--- src/shared/strap_defines.vh ---
// Strap positions, reset defaults and reset-release timing constants
`ifndef STRAP_DEFINES_VH
`define STRAP_DEFINES_VH
`define STRAP_BOOT_WIDTH 0
`define STRAP_ARB 1
`define STRAP_FCODE 2
`define STRAP_ADDR_LO 3
`define STRAP_ADDR_HI 7
`define STRAP_BUS_PORT 8
`define STRAP_IRQ_PORT 9
`define STRAP_RESERVED 11
`define DATA_W 16
`define ADDR_CS_W 5
`define FIRST_CYCLE_DELAY 10
`define DELAY_CNT_W 4
`define RESET_VECTOR_ADDR 24'h000000
`define PROGRAM_SPACE_SUPERVISOR 3'h6
`endif

--- src/design/level_sync.v ---
// Two-stage synchroniser for a single level input
`timescale 1ns/1ps
`default_nettype none
module level_sync #(
  parameter RESET_VAL = 1'b1
) (
  // Clock and reset
  input wire clock,
  input wire rst,
  // Level in and out
  input wire din,
  output reg dout
);
  reg meta_ff;

  // First stage read only by the second
  always @(posedge clock) begin
    if (rst) begin
      meta_ff <= RESET_VAL;
      dout <= RESET_VAL;
    end else begin
      meta_ff <= din;
      dout <= meta_ff;
    end
  end
endmodule // level_sync
`default_nettype wire

--- src/design/reset_strap_mode_select.v ---
// Reset-time strap capture and configuration outputs
//
// Contract
// - Data lines read high unless driven low
// - Data0 low selects 8-bit boot width
// - Data1/data2 low select arbitration, function codes
// - Data3..7 low turn chip-selects into address
// - Data8 low gives bus pins to port
// - Data9 low gives interrupt pins to port
// - First bus cycle ten clocks after release
// - Boot chip-select active at reset release
// - Vectors fetched at zero, supervisor program
// - Clock strap high selects synthesizer
// - Breakpoint low at release enables debug
// - Breakpoint high at release disables debug
// - Debug enable held until next reset release
// - Breakpoint synchronised; sampled with reset pin
// - Reset synchronised, acts only with clock
`timescale 1ns/1ps
`default_nettype none
`include "strap_defines.vh"
module reset_strap_mode_select #(
  parameter FIRST_CYCLE_DELAY = `FIRST_CYCLE_DELAY
) (
  // Clock and reset
  input wire clock,
  input wire rst,
  input wire reset_in_n,
  // Strap inputs
  input wire [`DATA_W-1:0] data_in,
  input wire [`DATA_W-1:0] data_drive_low,
  input wire clock_mode_strap,
  input wire breakpoint_request_n,
  // Data bus pull-up
  output reg [`DATA_W-1:0] data_pullup_en_ff,
  // Configuration
  output reg boot_width_16_ff,
  output reg arb_pins_ff,
  output reg function_code_out_ff,
  output reg [`ADDR_CS_W-1:0] addr_pins_ff,
  output reg bus_control_gp_port_ff,
  output reg interrupt_pin_gp_port_ff,
  output reg reserved_mode_ff,
  output reg synthesizer_oscillator_en_ff,
  output reg background_debug_mode_en_ff,
  // Reset sequencing
  output reg in_reset_ff,
  output reg boot_chip_select_en_ff,
  output reg first_bus_cycle_ff,
  output reg [23:0] reset_vector_addr_ff,
  output reg [2:0] reset_fetch_space_ff
);
  // Counter load: marker fires once the count has run down to one
  localparam integer DELAY_LOAD = FIRST_CYCLE_DELAY - 1;

  // Synchronised views of the reset and breakpoint inputs
  wire reset_sync_n;
  wire breakpoint_request_sync_n;
  wire [`DATA_W-1:0] data_pin;
  wire release_edge;
  wire [31:0] delay_load_word;
  // Release sequencing state
  reg reset_prev_ff;
  reg [`DELAY_CNT_W-1:0] delay_ff;
  reg [`DELAY_CNT_W-1:0] nxt_delay;
  reg nxt_first_bus_cycle;
  reg nxt_boot_chip_select_en;
  // Next configuration, computed from the straps
  reg nxt_boot_width_16;
  reg nxt_arb_pins;
  reg nxt_function_code_out;
  reg [`ADDR_CS_W-1:0] nxt_addr_pins;
  reg nxt_bus_control_gp_port;
  reg nxt_interrupt_pin_gp_port;
  reg nxt_reserved_mode;
  reg nxt_synthesizer_oscillator_en;
  reg nxt_background_debug_mode_en;

  // One step down, stopping at zero
  function [`DELAY_CNT_W-1:0] count_down;
    input [`DELAY_CNT_W-1:0] value;
    begin
      if (value == {`DELAY_CNT_W{1'b0}})
        count_down = value;
      else
        count_down = value - {{(`DELAY_CNT_W-1){1'b0}}, 1'b1};
    end
  endfunction

  // Thermometer: a low line also converts every lower chip-select
  function [`ADDR_CS_W-1:0] addr_decode;
    input [`ADDR_CS_W-1:0] straps;
    integer j;
    reg low_seen;
    begin
      low_seen = 1'b0;
      addr_decode = {`ADDR_CS_W{1'b0}};
      for (j = `ADDR_CS_W - 1; j >= 0; j = j - 1) begin
        low_seen = low_seen | ~straps[j];
        addr_decode[j] = low_seen;
      end
    end
  endfunction

  // Weak pull-up: undriven lines read high
  assign data_pin = data_in & ~data_drive_low;
  assign delay_load_word = DELAY_LOAD;

  // Reset pin only takes effect on clock edges
  level_sync #(.RESET_VAL(1'b0)) u_reset_sync (
    .clock(clock),
    .rst(rst),
    .din(reset_in_n),
    .dout(reset_sync_n)
  );

  // Breakpoint takes the same two stages as the reset pin, so it is sampled at the same edge
  level_sync #(.RESET_VAL(1'b1)) u_breakpoint_request_sync (
    .clock(clock),
    .rst(rst),
    .din(breakpoint_request_n),
    .dout(breakpoint_request_sync_n)
  );

  // Held low by reset, so a pin already high after rst counts as a release
  assign release_edge = reset_sync_n & ~reset_prev_ff;

  // Counter and boot select; a new pin assertion aborts the count
  always @* begin
    nxt_delay = count_down(delay_ff);
    nxt_first_bus_cycle = 1'b0;
    nxt_boot_chip_select_en = boot_chip_select_en_ff;
    if (!reset_sync_n) begin
      nxt_delay = {`DELAY_CNT_W{1'b0}};
      nxt_boot_chip_select_en = 1'b0;
    end else if (release_edge) begin
      nxt_delay = delay_load_word[`DELAY_CNT_W-1:0];
      nxt_boot_chip_select_en = 1'b1;
    end else if (delay_ff == {{(`DELAY_CNT_W-1){1'b0}}, 1'b1}) begin
      // One-cycle marker ten clocks after release
      nxt_first_bus_cycle = 1'b1;
    end
  end

  // Straps count only on the release edge, held otherwise
  always @* begin
    nxt_boot_width_16 = boot_width_16_ff;
    nxt_arb_pins = arb_pins_ff;
    nxt_function_code_out = function_code_out_ff;
    nxt_addr_pins = addr_pins_ff;
    nxt_bus_control_gp_port = bus_control_gp_port_ff;
    nxt_interrupt_pin_gp_port = interrupt_pin_gp_port_ff;
    nxt_reserved_mode = reserved_mode_ff;
    nxt_synthesizer_oscillator_en = synthesizer_oscillator_en_ff;
    nxt_background_debug_mode_en = background_debug_mode_en_ff;
    if (release_edge) begin
      nxt_boot_width_16 = data_pin[`STRAP_BOOT_WIDTH];
      nxt_arb_pins = ~data_pin[`STRAP_ARB];
      nxt_function_code_out = ~data_pin[`STRAP_FCODE];
      nxt_addr_pins = addr_decode(data_pin[`STRAP_ADDR_HI:`STRAP_ADDR_LO]);
      nxt_bus_control_gp_port = ~data_pin[`STRAP_BUS_PORT];
      nxt_interrupt_pin_gp_port = ~data_pin[`STRAP_IRQ_PORT];
      // Flagged only; outside must keep this high
      nxt_reserved_mode = ~data_pin[`STRAP_RESERVED];
      nxt_synthesizer_oscillator_en = clock_mode_strap;
      // Relatched each release, held till next
      nxt_background_debug_mode_en = ~breakpoint_request_sync_n;
    end
  end

  // Release detector and reset status
  always @(posedge clock) begin
    if (rst) begin
      reset_prev_ff <= 1'b0;
      in_reset_ff <= 1'b1;
    end else begin
      reset_prev_ff <= reset_sync_n;
      in_reset_ff <= ~reset_sync_n;
    end
  end

  // Release sequencing registers
  always @(posedge clock) begin
    if (rst) begin
      delay_ff <= {`DELAY_CNT_W{1'b0}};
      first_bus_cycle_ff <= 1'b0;
      boot_chip_select_en_ff <= 1'b0;
    end else begin
      delay_ff <= nxt_delay;
      first_bus_cycle_ff <= nxt_first_bus_cycle;
      boot_chip_select_en_ff <= nxt_boot_chip_select_en;
    end
  end

  // Configuration registers; rst restores the all-released defaults
  always @(posedge clock) begin
    if (rst) begin
      boot_width_16_ff <= 1'b1;
      arb_pins_ff <= 1'b0;
      function_code_out_ff <= 1'b0;
      addr_pins_ff <= {`ADDR_CS_W{1'b0}};
      bus_control_gp_port_ff <= 1'b0;
      interrupt_pin_gp_port_ff <= 1'b0;
      reserved_mode_ff <= 1'b0;
      synthesizer_oscillator_en_ff <= 1'b1;
      background_debug_mode_en_ff <= 1'b0;
    end else begin
      boot_width_16_ff <= nxt_boot_width_16;
      arb_pins_ff <= nxt_arb_pins;
      function_code_out_ff <= nxt_function_code_out;
      addr_pins_ff <= nxt_addr_pins;
      bus_control_gp_port_ff <= nxt_bus_control_gp_port;
      interrupt_pin_gp_port_ff <= nxt_interrupt_pin_gp_port;
      reserved_mode_ff <= nxt_reserved_mode;
      synthesizer_oscillator_en_ff <= nxt_synthesizer_oscillator_en;
      background_debug_mode_en_ff <= nxt_background_debug_mode_en;
    end
  end

  // Fixed outputs: pull-ups kept on, outside drivers must win over them
  always @(posedge clock) begin
    if (rst) begin
      data_pullup_en_ff <= {`DATA_W{1'b1}};
      reset_vector_addr_ff <= `RESET_VECTOR_ADDR;
      reset_fetch_space_ff <= `PROGRAM_SPACE_SUPERVISOR;
    end else begin
      data_pullup_en_ff <= {`DATA_W{1'b1}};
      reset_vector_addr_ff <= `RESET_VECTOR_ADDR;
      reset_fetch_space_ff <= `PROGRAM_SPACE_SUPERVISOR;
    end
  end
endmodule // reset_strap_mode_select
`default_nettype wire

--- config.mk ---
export PLATFORM = sky130hd
export DESIGN_NAME = reset_strap_mode_select
export DESIGN_NICKNAME = d
export VERILOG_FILES = /design/src/design/level_sync.v /design/src/design/reset_strap_mode_select.v
export VERILOG_INCLUDE_DIRS = /design/src /design/src/shared
export SDC_FILE = /design/constraint.sdc
export NUM_CORES = 1
export LEC_CHECK = 0
export ABC_CLOCK_PERIOD_IN_PS = 2000
export BUFFER_PORTS_ARGS = -buffer_cell sky130_fd_sc_hd__buf_2
export CORE_MARGIN = 2
export CORE_UTILIZATION = 28
export CTS_CLUSTER_SIZE = 28
export DETAILED_ROUTE_END_ITERATION = 7
export PLACE_DENSITY_LB_ADDON = 0.1
export SLEW_MARGIN = 20
export SYNTH_ARGS = -nofsm -noshare
export SYNTH_HDL_FRONTEND = slang
export SYNTH_SLANG_ARGS = --single-unit
export TNS_END_PERCENT = 50
--- constraint.sdc ---
create_clock -name clock -period 2 [get_ports clock]
set_input_delay 0 -clock clock [delete_from_list [all_inputs] [get_ports clock]]
set_output_delay 0 -clock clock [all_outputs]
set_load 0.01 [all_outputs]
==> results of run 1 <==
-- repair_timing --
item,CTS,global route
hold buffers,9,0
endpoints found under the hold margin,9,0
resized for setup,0,0
-- worst min path at each step --
stage                     cells after the start            startpoint                           endpoint
after global routing                          3     data_drive_low[7]                    addr_pins_ff[4]
final                                         3     data_drive_low[7]                    addr_pins_ff[4]
after floorplan                               1  breakpoint_request_n  u_breakpoint_request_sync.meta_ff
after CTS                                     3     data_drive_low[7]                    addr_pins_ff[4]
after global placement                        2  breakpoint_request_n  u_breakpoint_request_sync.meta_ff
after detailed placement                      2  breakpoint_request_n  u_breakpoint_request_sync.meta_ff
-- placed cells by master, fill, tap and decap left out, drive strengths merged, types with 2 or more instances in the layout --
cell and n:
nor3b 7, nand2b 2, nor3 8, buf 44, or2 2, nand2 4
a21oi 2, nor2b 4, nor4 2, nor2 14, dfxtp 25, inv 6
conb 43, ha 2, a211oi 4, dlygate4sd3 9, clkbuf 4
-- kinds of logic (layout without fill, tap and decap cells) --
kind of cell,count (synthesis),after routing,synth area share
AOI/OAI and AO/OA,10,10,0.0666
xor gates and xnor gates,1,1,0.00639
adders and majority gates,2,2,0.0182
buffers and inverters,54,63,0.286
DFF,25,25,0.365
muxes,1,1,0.00821
other,2,43,0.00548
and+or+nand+nor,47,47,0.245
-- power groups by stage --
stage | Clock, mW | Sequential (mW) | Combinational (mW)
2_1_floorplan | 0 | 0.546 | 0.154
3_3_place_gp | 0 | 0.539 | 0.142
3_5_place_dp | 0 | 0.540 | 0.144
4_1_cts | 0.314 | 0.529 | 0.158
5_1_grt | 0.334 | 0.531 | 0.177
6_report | 0.295 | 0.528 | 0.158
-- worst register-to-register path, stage by stage, from the launching register on --
cell                      delay, ns
sky130_fd_sc_hd__dfxtp_1       0.40
sky130_fd_sc_hd__nor2b_2       0.50
sky130_fd_sc_hd__buf_4         0.24
sky130_fd_sc_hd__nor2_2        0.04
sky130_fd_sc_hd__nor3_2        0.14
-- flip-flops by register name, indices dropped and copies added (netlist names) --
name                               count
u_breakpoint_request_sync.dout         1
reset_prev_ff                          1
background_debug_mode_en_ff            1
u_reset_sync.meta_ff                   1
arb_pins_ff                            1
count_down.value                       4
boot_width_16_ff                       1
in_reset_ff                            1
interrupt_pin_gp_port_ff               1
function_code_out_ff                   1
bus_control_gp_port_ff                 1
reserved_mode_ff                       1
boot_chip_select_en_ff                 1
first_bus_cycle_ff                     1
u_reset_sync.dout                      1
u_breakpoint_request_sync.meta_ff      1
synthesizer_oscillator_en_ff           1
addr_pins_ff                           5
-- final cells by class --
class | instances | area share
multi-input cells | 104 | 0.396
repair buffers | 53 | 0.197
inverters | 6 | 0.0141
flip-flops and latches | 25 | 0.313
well taps | 67 | 0.0524
clock buffers | 4 | 0.0281
-- per-stage QoR --
stage / cells / setup slack, ns / area [sq um]
2_1_floorplan: 183 / 0.731 / 1530
5_1_grt: 259 / 0.499 / 1600
6_report: 259 / 0.616 / 1600
3_3_place_gp: 246 / 0.632 / 1470
4_1_cts: 259 / 0.568 / 1600
3_5_place_dp: 246 / 0.603 / 1470
-- routing by layer --
metal | vias to the layer above | wire, microns
met2 | 46 | 1350
met1 | 442 | 1090
met5 | - | 0
met3 | 2 | 188
li1 | 478 | -
met4 | 0 | 9
==> report_table.html, run 1 <==
<table>
<tr><th>Metric</th><th>Value</th></tr>
<tr><th colspan="2">Final layout</th></tr>
<tr><td>Share of post-route cells with drive strength above 1</td><td>0.370</td></tr>
<tr><td>Area used by multi-input combinational logic</td><td>633 sq um</td></tr>
<tr><td>Final-layout fill cell count</td><td>505</td></tr>
<tr><td>Antenna diode instance count</td><td>0</td></tr>
<tr><td>Syn-to-layout area delta</td><td>16.7%</td></tr>
<tr><td>Utilization after layout</td><td>0.339</td></tr>
<tr><td>Net count reported at finish</td><td>between 200 and 250</td></tr>
<tr><td>Seq. cell area</td><td>500 sq um</td></tr>
<tr><th colspan="2">Synth</th></tr>
<tr><td>Synth async-reset ratio</td><td>0</td></tr>
<tr><td>Post-synthesis cell type with the largest combined area</td><td>sky130_fd_sc_hd__dfxtp_1</td></tr>
<tr><td>Netlist Area Pre-Place</td><td>about 1400 sq um</td></tr>
<tr><td>Avg Inst Size Synth</td><td>9.66 sq um</td></tr>
<tr><td>Gate count after technology mapping</td><td>~140</td></tr>
<tr><td>Most frequently used cell type in the post-synthesis netlist</td><td>sky130_fd_sc_hd__buf_4</td></tr>
<tr><td>Proportion of synthesized chip area in sequential cells</td><td>0.365</td></tr>
<tr><td>Count of synthesis-stage warnings from yosys</td><td>0</td></tr>
<tr><td>List of most frequent post-synthesis cells</td><td>sky130_fd_sc_hd__buf_4, sky130_fd_sc_hd__dfxtp_1, sky130_fd_sc_hd__nor2_1</td></tr>
<tr><td>Dominant register cell in the synthesized netlist</td><td>sky130_fd_sc_hd__dfxtp_1</td></tr>
<tr><td>Cell types occupying the most area after synthesis</td><td>sky130_fd_sc_hd__dfxtp_1, sky130_fd_sc_hd__buf_4, sky130_fd_sc_hd__nor3_2</td></tr>
<tr><td>Number of synthesized flops with an enable pin</td><td>0</td></tr>
<tr><td>Share of Yosys cell area claimed by the top area cell type</td><td>0.365</td></tr>
<tr><td>Synth cell types</td><td>34</td></tr>
<tr><td>#FFs+latches synth</td><td>25</td></tr>
<tr><th colspan="2">Job</th></tr>
<tr><td>Max Cap Viol</td><td>0</td></tr>
<tr><th colspan="2">Critical path</th></tr>
<tr><td>Capture point of the critical path</td><td>bus_control_gp_port_ff</td></tr>
<tr><td>Register-to-register path setup slack</td><td>about 0.62 ns</td></tr>
<tr><td>Cell with the biggest individual delay on the critical path</td><td>sky130_fd_sc_hd__nor2b_2</td></tr>
<tr><td>Category of the worst setup path capture point</td><td>flop</td></tr>
<tr><td>Critical path origin</td><td>u_reset_sync.dout</td></tr>
<tr><td>Type of the worst setup path</td><td>flop to flop</td></tr>
<tr><td>RR Startpoint</td><td>u_reset_sync.dout</td></tr>
<tr><td>Kind of cell adding the most delay to the critical path</td><td>simple AND/OR/NAND/NOR gates</td></tr>
<tr><td>Reg2Reg Capture Point</td><td>bus_control_gp_port_ff</td></tr>
<tr><td>Worst setup SP type</td><td>flop</td></tr>
<tr><td>Required time at the worst-slack endpoint</td><td>roughly 2.2 ns</td></tr>
<tr><td>Combined buffer and inverter count along the critical path</td><td>1</td></tr>
<tr><td>Number of stages on the worst setup path</td><td>4</td></tr>
<tr><td>Arrival time of the worst setup path</td><td>~1.6 ns</td></tr>
<tr><td>Worst reg2reg path depth</td><td>4</td></tr>
<tr><td>CP cell instances</td><td>nor2b_2, buf_4, nor2_2, nor3_2</td></tr>
<tr><td>Largest fanout of any net on the critical path</td><td>11</td></tr>
<tr><td>Biggest cell delay along the critical path</td><td>0.50 ns</td></tr>
<tr><th colspan="2">Detailed routing</th></tr>
<tr><td>Total vias in the final route</td><td>between 900 and 1000</td></tr>
<tr><td>Routed WL</td><td>approximately 2600 microns</td></tr>
<tr><td>Total iterations of the first detailed-routing run</td><td>4</td></tr>
<tr><td>Vias per cell</td><td>3.74</td></tr>
<tr><td>Antenna Violating Nets Remaining</td><td>0</td></tr>
<tr><td>Routed WL per cell</td><td>just over 10 microns</td></tr>
<tr><td>Final routed DRC violation total</td><td>0</td></tr>
<tr><td>Detailed router's first-iteration violation count</td><td>24</td></tr>
<tr><th colspan="2">Global routing</th></tr>
<tr><td>Global routing usage on met2</td><td>0.172</td></tr>
<tr><td>Largest net degree at the start of global routing</td><td>19</td></tr>
<tr><td>Overflow after GRT</td><td>0</td></tr>
<tr><td>Global-route usage over all layers</td><td>0.0933</td></tr>
<tr><td>Met3 track demand over resource in global routing</td><td>0.0352</td></tr>
<tr><td>Number of global-route vias before repair</td><td>876</td></tr>
<tr><td>Met1 track demand over resource</td><td>0.104</td></tr>
<tr><td>Highest-utilization routing layer at the global route stage</td><td>met2</td></tr>
<tr><td>Antenna violations before repair</td><td>0</td></tr>
<tr><td>First-pass GRT wire length</td><td>3930 microns</td></tr>
<tr><th colspan="2">Timing</th></tr>
<tr><td>RSZ-0062 raised after global routing</td><td>no</td></tr>
<tr><td>Min cycle time layout</td><td>around 1.4 ns</td></tr>
<tr><td>Slew at the pin closest to its max-slew limit</td><td>between 0.5 and 0.6 ns</td></tr>
<tr><td>Setup Skew</td><td>around 0.0012 ns</td></tr>
<tr><td>Final worst path period share</td><td>0.692</td></tr>
<tr><td>Pins Over Slew Limit</td><td>0</td></tr>
<tr><td>Upper clock frequency limit</td><td>just over 700 MHz</td></tr>
<tr><td>Worst Hold Slack</td><td>between 0.01 and 0.015 ns</td></tr>
<tr><td>Final hold violation count</td><td>0</td></tr>
<tr><td>Total Neg Setup Slack</td><td>0 ns</td></tr>
<tr><td>Max-Slew Margin vs Limit</td><td>0.644</td></tr>
<tr><td>Endpoints failing setup</td><td>0</td></tr>
<tr><th colspan="2">Floorplanning</th></tr>
<tr><td>Area enclosed by the die boundary</td><td>5470 sq um</td></tr>
<tr><td>Total core area</td><td>around 4700 sq um</td></tr>
<tr><td>Initial cell density of the core</td><td>0.290</td></tr>
<tr><td>Die outline width</td><td>74.0 microns</td></tr>
<tr><td>Top-level port count</td><td>96</td></tr>
<tr><td>Die boundary height</td><td>approximately 74 microns</td></tr>
<tr><td>Placement Rows</td><td>25</td></tr>
<tr><th colspan="2">Power and ir drop</th></tr>
<tr><td>Cell Pwr Density</td><td>between 600 and 700 nW/um^2</td></tr>
<tr><td>Leakage power figure</td><td>0.714 nW</td></tr>
<tr><td>Int Power</td><td>between 0.7 and 0.8 mW</td></tr>
<tr><td>Clock network fraction of total power</td><td>0.301</td></tr>
<tr><td>Overall power after layout</td><td>just under 1 mW</td></tr>
<tr><td>Switching part of the total</td><td>0.260</td></tr>
<tr><td>Sequential share of power</td><td>0.538</td></tr>
<tr><td>P_sw</td><td>approximately 0.26 mW</td></tr>
<tr><td>Relative contribution of combinational cells to total power</td><td>0.161</td></tr>
<tr><td>IR Drop Worst-Case VDD</td><td>about 0.00045 V</td></tr>
<tr><th colspan="2">CTS</th></tr>
<tr><td>CTS Sinks</td><td>25</td></tr>
<tr><td>Later-pin clock latency in the skew report</td><td>0.26 ns</td></tr>
<tr><td>Setup repair bufs after CTS</td><td>0</td></tr>
<tr><td>Buffer type at the clock tree root</td><td>sky130_fd_sc_hd__clkbuf_8</td></tr>
<tr><td>Level count of the clock H-tree</td><td>1</td></tr>
<tr><td>Clock slew at the register clock pins of the worst setup and hold paths</td><td>0.08 ns</td></tr>
<tr><td>Maximum buffer depth of the clock tree</td><td>2</td></tr>
<tr><td>Clock tree from TritonCTS</td><td>yes</td></tr>
<tr><td>Number of buffers inserted during clock tree synthesis</td><td>3</td></tr>
<tr><th colspan="2">Placement</th></tr>
<tr><td>HPWL reported at the end of detailed placement</td><td>1950 microns</td></tr>
<tr><td>IO buf count</td><td>42</td></tr>
<tr><td>Routability Congestion</td><td>between 0.6 and 0.7</td></tr>
<tr><th colspan="2">Status</th></tr>
<tr><td>Status</td><td>finished clean</td></tr>
<tr><th colspan="2">Hold path</th></tr>
<tr><td>Min-delay worst type</td><td>input pin to flop</td></tr>
</table>
Power figures use the tool's default switching activity.
==> run 2, diff against run 1 <==
- ABC_AREA: default -> 1
- ABC_CLOCK_PERIOD_IN_PS: 2000 -> 1200
- clock period: 2 -> 1.2 ns (I/O delays scaled with it)
==> report_table.html, run 2 <==
<table>
<tr><th>Metric</th><th>Value</th></tr>
<tr><th colspan="2">Synth</th></tr>
<tr><td>Dominant register cell in the synthesized netlist</td><td>sky130_fd_sc_hd__dfxtp_1</td></tr>
<tr><td>Avg Inst Size Synth</td><td>7.77 sq um (-20%)</td></tr>
<tr><td>#FFs+latches synth</td><td>25 (unchanged)</td></tr>
<tr><td>Count of synthesis-stage warnings from yosys</td><td>0 (unchanged)</td></tr>
<tr><td>Cell types occupying the most area after synthesis</td><td>sky130_fd_sc_hd__dfxtp_1, sky130_fd_sc_hd__buf_4, sky130_fd_sc_hd__inv_1</td></tr>
<tr><td>Post-synthesis cell type with the largest combined area</td><td>sky130_fd_sc_hd__dfxtp_1</td></tr>
<tr><td>Most frequently used cell type in the post-synthesis netlist</td><td>sky130_fd_sc_hd__buf_4</td></tr>
<tr><td>List of most frequent post-synthesis cells</td><td>sky130_fd_sc_hd__buf_4, sky130_fd_sc_hd__dfxtp_1, sky130_fd_sc_hd__inv_1</td></tr>
<tr><td>Gate count after technology mapping</td><td>168 (+18%)</td></tr>
<tr><td>Share of Yosys cell area claimed by the top area cell type</td><td>0.384 (+0.0185)</td></tr>
<tr><td>Synth async-reset ratio</td><td>0 (unchanged)</td></tr>
<tr><td>Proportion of synthesized chip area in sequential cells</td><td>0.384 (+0.0185)</td></tr>
<tr><td>Synth cell types</td><td>21 (-38%)</td></tr>
<tr><td>Netlist Area Pre-Place</td><td>1310 sq um (-4.8%)</td></tr>
<tr><td>Number of synthesized flops with an enable pin</td><td>0 (unchanged)</td></tr>
<tr><th colspan="2">Floorplanning</th></tr>
<tr><td>Top-level port count</td><td>96 (unchanged)</td></tr>
<tr><td>Total core area</td><td>4410 sq um (-6.5%)</td></tr>
<tr><td>Die boundary height</td><td>72.3 microns (-2.3%)</td></tr>
<tr><td>Area enclosed by the die boundary</td><td>5220 sq um (-4.6%)</td></tr>
<tr><td>Placement Rows</td><td>24 (-4.0%)</td></tr>
<tr><td>Initial cell density of the core</td><td>0.296 (+0.00530)</td></tr>
<tr><td>Die outline width</td><td>72.3 microns (-2.3%)</td></tr>
<tr><th colspan="2">Detailed routing</th></tr>
<tr><td>Routed WL</td><td>2430 microns (-7.6%)</td></tr>
<tr><td>Routed WL per cell</td><td>8.66 microns (-15%)</td></tr>
<tr><td>Vias per cell</td><td>3.70 (-1.1%)</td></tr>
<tr><td>Detailed router's first-iteration violation count</td><td>37 (+54%)</td></tr>
<tr><td>Final routed DRC violation total</td><td>0 (unchanged)</td></tr>
<tr><td>Antenna Violating Nets Remaining</td><td>0 (unchanged)</td></tr>
<tr><td>Total vias in the final route</td><td>1039 (+7.3%)</td></tr>
<tr><td>Total iterations of the first detailed-routing run</td><td>4 (unchanged)</td></tr>
<tr><th colspan="2">Final layout</th></tr>
<tr><td>Most frequent standard cell in the layout excluding fill and tap cells</td><td>sky130_fd_sc_hd__conb_1</td></tr>
<tr><td>Number of standard cells in the final layout excluding fillers</td><td>281 (+8.5%)</td></tr>
<tr><td>Antenna diode instance count</td><td>0 (unchanged)</td></tr>
<tr><td>Syn-to-layout area delta</td><td>24.8%</td></tr>
<tr><td>Most used cells in the layout excluding fill and tap cells</td><td>sky130_fd_sc_hd__conb_1, sky130_fd_sc_hd__buf_2, sky130_fd_sc_hd__dfxtp_1</td></tr>
<tr><td>Finished Cell Area</td><td>1630 sq um (+1.8%)</td></tr>
<tr><td>Net count reported at finish</td><td>269 (+16%)</td></tr>
<tr><td>Share of post-route cells with drive strength above 1</td><td>0.258 (-0.112)</td></tr>
<tr><td>Register ranked first by flip-flop count</td><td>addr_pins_ff</td></tr>
<tr><td>Number of flip-flops under the largest register name</td><td>5 (unchanged)</td></tr>
<tr><th colspan="2">Timing</th></tr>
<tr><td>Upper clock frequency limit</td><td>between 800 and 900 MHz</td></tr>
<tr><td>Min cycle time layout</td><td>1.16 ns</td></tr>
<tr><td>Endpoints failing setup</td><td>0 (unchanged)</td></tr>
<tr><td>Final worst path period share</td><td>0.964</td></tr>
<tr><td>Total Neg Setup Slack</td><td>0 ns (unchanged)</td></tr>
<tr><td>Setup Skew</td><td>0.00573 ns (+0.00458 ns)</td></tr>
<tr><td>RSZ-0062 raised after global routing</td><td>no</td></tr>
<tr><td>Worst Hold Slack</td><td>0.0276 ns (+0.0129 ns)</td></tr>
<tr><td>Final hold violation count</td><td>0 (unchanged)</td></tr>
<tr><td>Pins Over Slew Limit</td><td>0 (unchanged)</td></tr>
<tr><th colspan="2">Global routing</th></tr>
<tr><td>Global-route usage over all layers</td><td>0.0926 (-0.000720)</td></tr>
<tr><td>Overflow after GRT</td><td>0 (unchanged)</td></tr>
<tr><td>First-pass GRT wire length</td><td>3860 microns (-1.9%)</td></tr>
<tr><td>Largest net degree at the start of global routing</td><td>14 (-5)</td></tr>
<tr><td>Antenna violations before repair</td><td>0 (unchanged)</td></tr>
<tr><td>Number of global-route vias before repair</td><td>913 (+4.2%)</td></tr>
<tr><th colspan="2">Placement</th></tr>
<tr><td>Cells after DPL</td><td>261 (+6.1%)</td></tr>
<tr><td>IO buf count</td><td>42 (unchanged)</td></tr>
<tr><td>Dpl cell area</td><td>1420 sq um (-3.2%)</td></tr>
<tr><td>Routability Congestion</td><td>0.712 (+5.8%)</td></tr>
<tr><td>HPWL reported at the end of detailed placement</td><td>1770 microns (-9.5%)</td></tr>
<tr><th colspan="2">Critical path</th></tr>
<tr><td>Register-to-register path setup slack</td><td>0.11 ns (-0.51 ns)</td></tr>
<tr><td>Worst reg2reg path depth</td><td>7 (+3)</td></tr>
<tr><td>Largest fanout of any net on the critical path</td><td>6 (-5)</td></tr>
<tr><td>Type of the worst setup path</td><td>input pin to flop</td></tr>
<tr><td>Most used cell along the critical path</td><td>sky130_fd_sc_hd__dlygate4sd3_1</td></tr>
<tr><td>Required time at the worst-slack endpoint</td><td>1.36 ns (-0.83 ns)</td></tr>
<tr><td>Category of the worst setup path capture point</td><td>flop</td></tr>
<tr><td>Arrival time of the worst setup path</td><td>1.31 ns (-0.27 ns)</td></tr>
<tr><td>Biggest cell delay along the critical path</td><td>0.54 ns (+0.04 ns)</td></tr>
<tr><td>CP cell instances</td><td>dlygate4sd3_1, buf_2, nor2_1, dlygate4sd3_1</td></tr>
<tr><td>Worst setup SP type</td><td>input pin</td></tr>
<tr><td>Cell with the biggest individual delay on the critical path</td><td>sky130_fd_sc_hd__dlygate4sd3_1</td></tr>
<tr><th colspan="2">Job</th></tr>
<tr><td>Max Cap Viol</td><td>0 (unchanged)</td></tr>
<tr><th colspan="2">Hold path</th></tr>
<tr><td>Min-delay worst type</td><td>input pin to flop</td></tr>
<tr><td>Hold Path Cell Cnt</td><td>3 (unchanged)</td></tr>
<tr><th colspan="2">CTS</th></tr>
<tr><td>Level count of the clock H-tree</td><td>1 (unchanged)</td></tr>
<tr><td>Maximum buffer depth of the clock tree</td><td>2 (unchanged)</td></tr>
<tr><td>Buffer type at the clock tree root</td><td>sky130_fd_sc_hd__clkbuf_8</td></tr>
<tr><td>Number of buffers inserted during clock tree synthesis</td><td>3 (unchanged)</td></tr>
<tr><td>CTS Sinks</td><td>25 (unchanged)</td></tr>
<tr><td>Later-pin clock latency in the skew report</td><td>0.26 ns (about the same)</td></tr>
<tr><td>Clock slew at the register clock pins of the worst setup and hold paths</td><td>0.09 ns (about the same)</td></tr>
<tr><td>Clock tree from TritonCTS</td><td>yes</td></tr>
<tr><td>Setup repair bufs after CTS</td><td>0 (unchanged)</td></tr>
<tr><th colspan="2">Status</th></tr>
<tr><td>Status</td><td>finished clean</td></tr>
<tr><th colspan="2">Power and ir drop</th></tr>
<tr><td>Cell Pwr Density</td><td>1020 nW/um^2 (+66%)</td></tr>
<tr><td>Leakage power figure</td><td>0.896 nW (+26%)</td></tr>
<tr><td>IR Drop Worst-Case VDD</td><td>0.000515 V (+15%)</td></tr>
<tr><td>Overall power after layout</td><td>1.65 mW (+69%)</td></tr>
</table>
-- run 2: cell count changes in the layout (fill, tap and decap cells not counted), moves of 3 or more --
cell / before / now
sky130_fd_sc_hd__o21ai_1: 0 / 10
sky130_fd_sc_hd__nor3b_1: 7 / 0
sky130_fd_sc_hd__nand2_1: 4 / 21
sky130_fd_sc_hd__inv_1: 6 / 21
sky130_fd_sc_hd__nor3_2: 7 / 0
sky130_fd_sc_hd__dlygate4sd3_1: 9 / 16
sky130_fd_sc_hd__nand3_1: 0 / 7
sky130_fd_sc_hd__nor2_1: 8 / 11
sky130_fd_sc_hd__a31oi_1: 0 / 6
sky130_fd_sc_hd__nor2_2: 6 / 0
-- run 2: logic make-up after synthesis --
group           synth area share
simple gates               0.160
compound gates            0.0940
fa+ha+maj                 0.0192
buf+inv                    0.337
other cells              0.00575
flops                      0.384
-- run 2: layout make-up --
type                       count  area [sq um]
inverter                      25          97.6
timing repair buffer          62           400
sequential                    25           500
fill                         471          2790
multi-input combinational    113           520
tap                           52          65.1
clock buffer                   4          45.0
-- run 2: per-layer routing --
| layer | track usage | routed length (microns) | vias to the layer above | part of all wire |
|---|---|---|---|---|
| met5 | 0 | 0 | - | 0 |
| met4 | 0.0252 | 14 | 0 | 0.0058 |
| met3 | 0.0306 | 229 | 2 | 0.094 |
| met2 | 0.147 | 1140 | 52 | 0.47 |
| met1 | 0.121 | 1050 | 433 | 0.43 |
| li1 | - | - | 552 | - |
-- run 2: what timing repair did --
| action | 4_1_cts | 5_1_grt |
|---|---|---|
| hold endpoints to repair | 11 | 0 |
| resized for setup | 0 | 2 |
| endpoints found under the setup margin | 0 | 3 |
| hold buffers | 16 | 0 |
-- run 2: where the power goes --
| part | total, mW | switching, mW | internal (mW) | leakage (nW) |
|---|---|---|---|---|
| clock | 0.497 | 0.260 | 0.237 | 0.0228 |
| sequential | 0.879 | 0.0158 | 0.863 | 0.205 |
| combinational | 0.278 | 0.160 | 0.118 | 0.669 |
| total | 1.65 | 0.436 | 1.22 | 0.896 |
-- run 2: critical path: cells and delay by family --
family        cells  cell delay (ns)
buf+inv           3             1.24
simple gates      1             0.06
-- run 2: final timing paths --
| check | to | from |
|---|---|---|
| setup reg to reg | count_down.value[0] | count_down.value[0] |
| hold reg to reg | background_debug_mode_en_ff | u_breakpoint_request_sync.dout |
| hold / removal | addr_pins_ff[3] | data_drive_low[6] |
| setup / recovery | u_reset_sync.meta_ff | rst |
-- run 2: through the flow --
step	util	worst slack (ns)
6_report	0.369	0.0428
5_1_grt	0.369	0.00338
4_1_cts	0.368	0.0803
3_5_place_dp	0.321	0.0900
3_3_place_gp	0.321	0.0882
2_1_floorplan	-	0.134
==> run 3, diff against run 2 <==
- ABC_CLOCK_PERIOD_IN_PS: 1200 -> 1480
- CTS_BUF_LIST: default -> sky130_fd_sc_hd__clkbuf_8
- clock period: 1.2 -> 1.48 ns (I/O delays scaled with it)
==> report_table.html, run 3 (synthesized netlist as in run 2, its figures left out) <==
<table>
<tr><th>Metric</th><th>Value</th></tr>
<tr><th colspan="2">Critical path</th></tr>
<tr><td>Cell with the biggest individual delay on the critical path</td><td>sky130_fd_sc_hd__dfxtp_1</td></tr>
<tr><td>Required time at the worst-slack endpoint</td><td>1.66 ns (+0.30 ns)</td></tr>
<tr><td>RR Startpoint</td><td>count_down.value[0]</td></tr>
<tr><td>Biggest cell delay along the critical path</td><td>0.32 ns (-0.22 ns)</td></tr>
<tr><td>Critical path origin</td><td>count_down.value[0]</td></tr>
<tr><td>Worst setup SP type</td><td>flop</td></tr>
<tr><td>CP cell instances</td><td>inv_1, ha_1, nand2_1, a21oi_1, o21ai_1, nand2_1, inv_1</td></tr>
<tr><td>Arrival time of the worst setup path</td><td>1.35 ns (+0.04 ns)</td></tr>
<tr><td>Type of the worst setup path</td><td>flop to flop</td></tr>
<tr><td>Category of the worst setup path capture point</td><td>flop</td></tr>
<tr><td>Largest fanout of any net on the critical path</td><td>5 (-1)</td></tr>
<tr><th colspan="2">Global routing</th></tr>
<tr><td>Global-route usage over all layers</td><td>0.0960 (+0.00343)</td></tr>
<tr><td>Antenna violations before repair</td><td>0 (unchanged)</td></tr>
<tr><td>Overflow after GRT</td><td>0 (unchanged)</td></tr>
<tr><td>Number of global-route vias before repair</td><td>953 (+4.4%)</td></tr>
<tr><td>First-pass GRT wire length</td><td>3950 microns (+2.3%)</td></tr>
<tr><td>Largest net degree at the start of global routing</td><td>14 (unchanged)</td></tr>
<tr><th colspan="2">CTS</th></tr>
<tr><td>CTS Sinks</td><td>25 (unchanged)</td></tr>
<tr><td>Number of buffers inserted during clock tree synthesis</td><td>3 (unchanged)</td></tr>
<tr><td>Level count of the clock H-tree</td><td>1 (unchanged)</td></tr>
<tr><td>Clock tree from TritonCTS</td><td>yes</td></tr>
<tr><td>Clock slew at the register clock pins of the worst setup and hold paths</td><td>0.09 ns (about the same)</td></tr>
<tr><td>Maximum buffer depth of the clock tree</td><td>2 (unchanged)</td></tr>
<tr><td>Later-pin clock latency in the skew report</td><td>0.27 ns (about the same)</td></tr>
<tr><td>Buffer type at the clock tree root</td><td>sky130_fd_sc_hd__clkbuf_8</td></tr>
<tr><th colspan="2">Timing</th></tr>
<tr><td>Total Neg Setup Slack</td><td>0 ns (unchanged)</td></tr>
<tr><td>RSZ-0062 raised after global routing</td><td>no</td></tr>
<tr><td>Upper clock frequency limit</td><td>~850 MHz</td></tr>
<tr><td>Setup Skew</td><td>0.00403 ns (-0.00170 ns)</td></tr>
<tr><td>Final hold violation count</td><td>0 (unchanged)</td></tr>
<tr><td>Final worst path period share</td><td>0.794</td></tr>
<tr><td>Pins Over Slew Limit</td><td>0 (unchanged)</td></tr>
<tr><td>Endpoints failing setup</td><td>0 (unchanged)</td></tr>
<tr><td>Min cycle time layout</td><td>between 1 and 1.5 ns</td></tr>
<tr><th colspan="2">Placement</th></tr>
<tr><td>IO buf count</td><td>42 (unchanged)</td></tr>
<tr><td>Routability Congestion</td><td>0.737 (+3.6%)</td></tr>
<tr><td>HPWL reported at the end of detailed placement</td><td>1770 microns (+0.38%)</td></tr>
<tr><th colspan="2">Floorplanning</th></tr>
<tr><td>Die boundary height</td><td>72.3 microns (unchanged)</td></tr>
<tr><td>Area enclosed by the die boundary</td><td>5220 sq um (unchanged)</td></tr>
<tr><td>Die outline width</td><td>72.3 microns (unchanged)</td></tr>
<tr><td>Total core area</td><td>4410 sq um (unchanged)</td></tr>
<tr><td>Top-level port count</td><td>96 (unchanged)</td></tr>
<tr><td>Initial cell density of the core</td><td>0.296 (unchanged)</td></tr>
<tr><td>Placement Rows</td><td>24 (unchanged)</td></tr>
<tr><th colspan="2">Final layout</th></tr>
<tr><td>Net count reported at finish</td><td>266 (-1.1%)</td></tr>
<tr><td>Number of flip-flops under the largest register name</td><td>5 (unchanged)</td></tr>
<tr><td>Most used cells in the layout excluding fill and tap cells</td><td>sky130_fd_sc_hd__conb_1, sky130_fd_sc_hd__buf_2, sky130_fd_sc_hd__dfxtp_1</td></tr>
<tr><td>Most frequent standard cell in the layout excluding fill and tap cells</td><td>sky130_fd_sc_hd__conb_1</td></tr>
<tr><td>Register ranked first by flip-flop count</td><td>addr_pins_ff</td></tr>
<tr><td>Share of post-route cells with drive strength above 1</td><td>0.239 (-0.0187)</td></tr>
<tr><td>Utilization after layout</td><td>0.365 (-0.00368)</td></tr>
<tr><td>Antenna diode instance count</td><td>0 (unchanged)</td></tr>
<tr><td>Syn-to-layout area delta</td><td>23.6%</td></tr>
<tr><th colspan="2">Status</th></tr>
<tr><td>Status</td><td>finished clean</td></tr>
<tr><th colspan="2">Detailed routing</th></tr>
<tr><td>Final routed DRC violation total</td><td>0 (unchanged)</td></tr>
<tr><td>Routed WL per cell</td><td>8.82 microns (+1.8%)</td></tr>
<tr><td>Antenna Violating Nets Remaining</td><td>0 (unchanged)</td></tr>
<tr><td>Detailed router's first-iteration violation count</td><td>42 (+14%)</td></tr>
<tr><td>Vias per cell</td><td>3.80 (+2.7%)</td></tr>
<tr><td>Total vias in the final route</td><td>1056 (+1.6%)</td></tr>
<tr><td>Total iterations of the first detailed-routing run</td><td>4 (unchanged)</td></tr>
<tr><td>Routed WL</td><td>2450 microns (+0.74%)</td></tr>
<tr><th colspan="2">Power and ir drop</th></tr>
<tr><td>IR Drop Worst-Case VDD</td><td>0.000314 V (-39%)</td></tr>
<tr><td>Leakage power figure</td><td>0.896 nW (about the same)</td></tr>
<tr><td>Cell Pwr Density</td><td>828 nW/um^2 (-18%)</td></tr>
<tr><th colspan="2">Hold path</th></tr>
<tr><td>Min-delay worst type</td><td>input pin to flop</td></tr>
<tr><td>Startpoint of the worst hold path</td><td>data_drive_low[7]</td></tr>
<tr><th colspan="2">Job</th></tr>
<tr><td>Max Cap Viol</td><td>0 (unchanged)</td></tr>
</table>
==> run 3: area by class of cell <==
| class | count | area (sq um) |
|---|---|---|
| Fill cell | 483 | 2800 |
| Multi-Input combinational cell | 113 | 518 |
| Sequential cell | 25 | 500 |
| Timing Repair Buffer | 59 | 390 |
| Inverter | 25 | 93.8 |
| Tap cell | 52 | 65.1 |
| Clock buffer | 3 | 41.3 |
| Clock inverter | 1 | 3.75 |
==> run 3: critical path: cells and delay by family, from the launching register on <==
family | cells | cell delay (ns)
and+or+nand+nor | 2 | 0.17
AOI/OAI and AO/OA | 2 | 0.21
buffers and inverters | 2 | 0.16
adders and majority gates | 1 | 0.22
DFF | 1 | 0.32
==> run 3: final timing paths <==
check             slack, ns  cells after the start             endpoint
setup / recovery       0.30                      7  count_down.value[0]
hold / removal         0.04                      3      addr_pins_ff[4]
setup reg to reg       0.30                      7  count_down.value[0]
hold reg to reg        0.41                      2    u_reset_sync.dout
==> run 3: report_power, final <==
part | internal, mW | leakage (nW) | switching [mW]
sequential | 0.700 | 0.205 | 0.0130
combinational | 0.0961 | 0.664 | 0.129
clock | 0.186 | 0.0269 | 0.212
==> run 3: metal layers <==
layer / GRT usage / vias to the layer above / part of all wire
met5: 0 / - / 0
met2: 0.154 / 52 / 0.46
met3: 0.0319 / 5 / 0.085
met1: 0.119 / 450 / 0.43
li1: - / 549 / -
met4: 0.0377 / 0 / 0.015
==> run 3: per-stage QoR <==
step           area, sq um  setup WS (ns)  power (mW)  hold WS (ns)  cells
6_report              1610          0.304        1.34        0.0352    278
5_1_grt               1610          0.163        1.41        0.0752    278
4_1_cts               1610          0.286        1.35        0.0318    278
3_5_place_dp          1410          0.306       0.920         0.186    258
3_3_place_gp          1410          0.307       0.921         0.187    258
2_1_floorplan         1460          0.414       0.935        0.0712    209
==> run 3: what timing repair did <==
action	4_1_cts	5_1_grt
hold endpoints to repair	11	0
hold buffers	16	0
buffers inserted	0	0
gates resized for setup	0	0
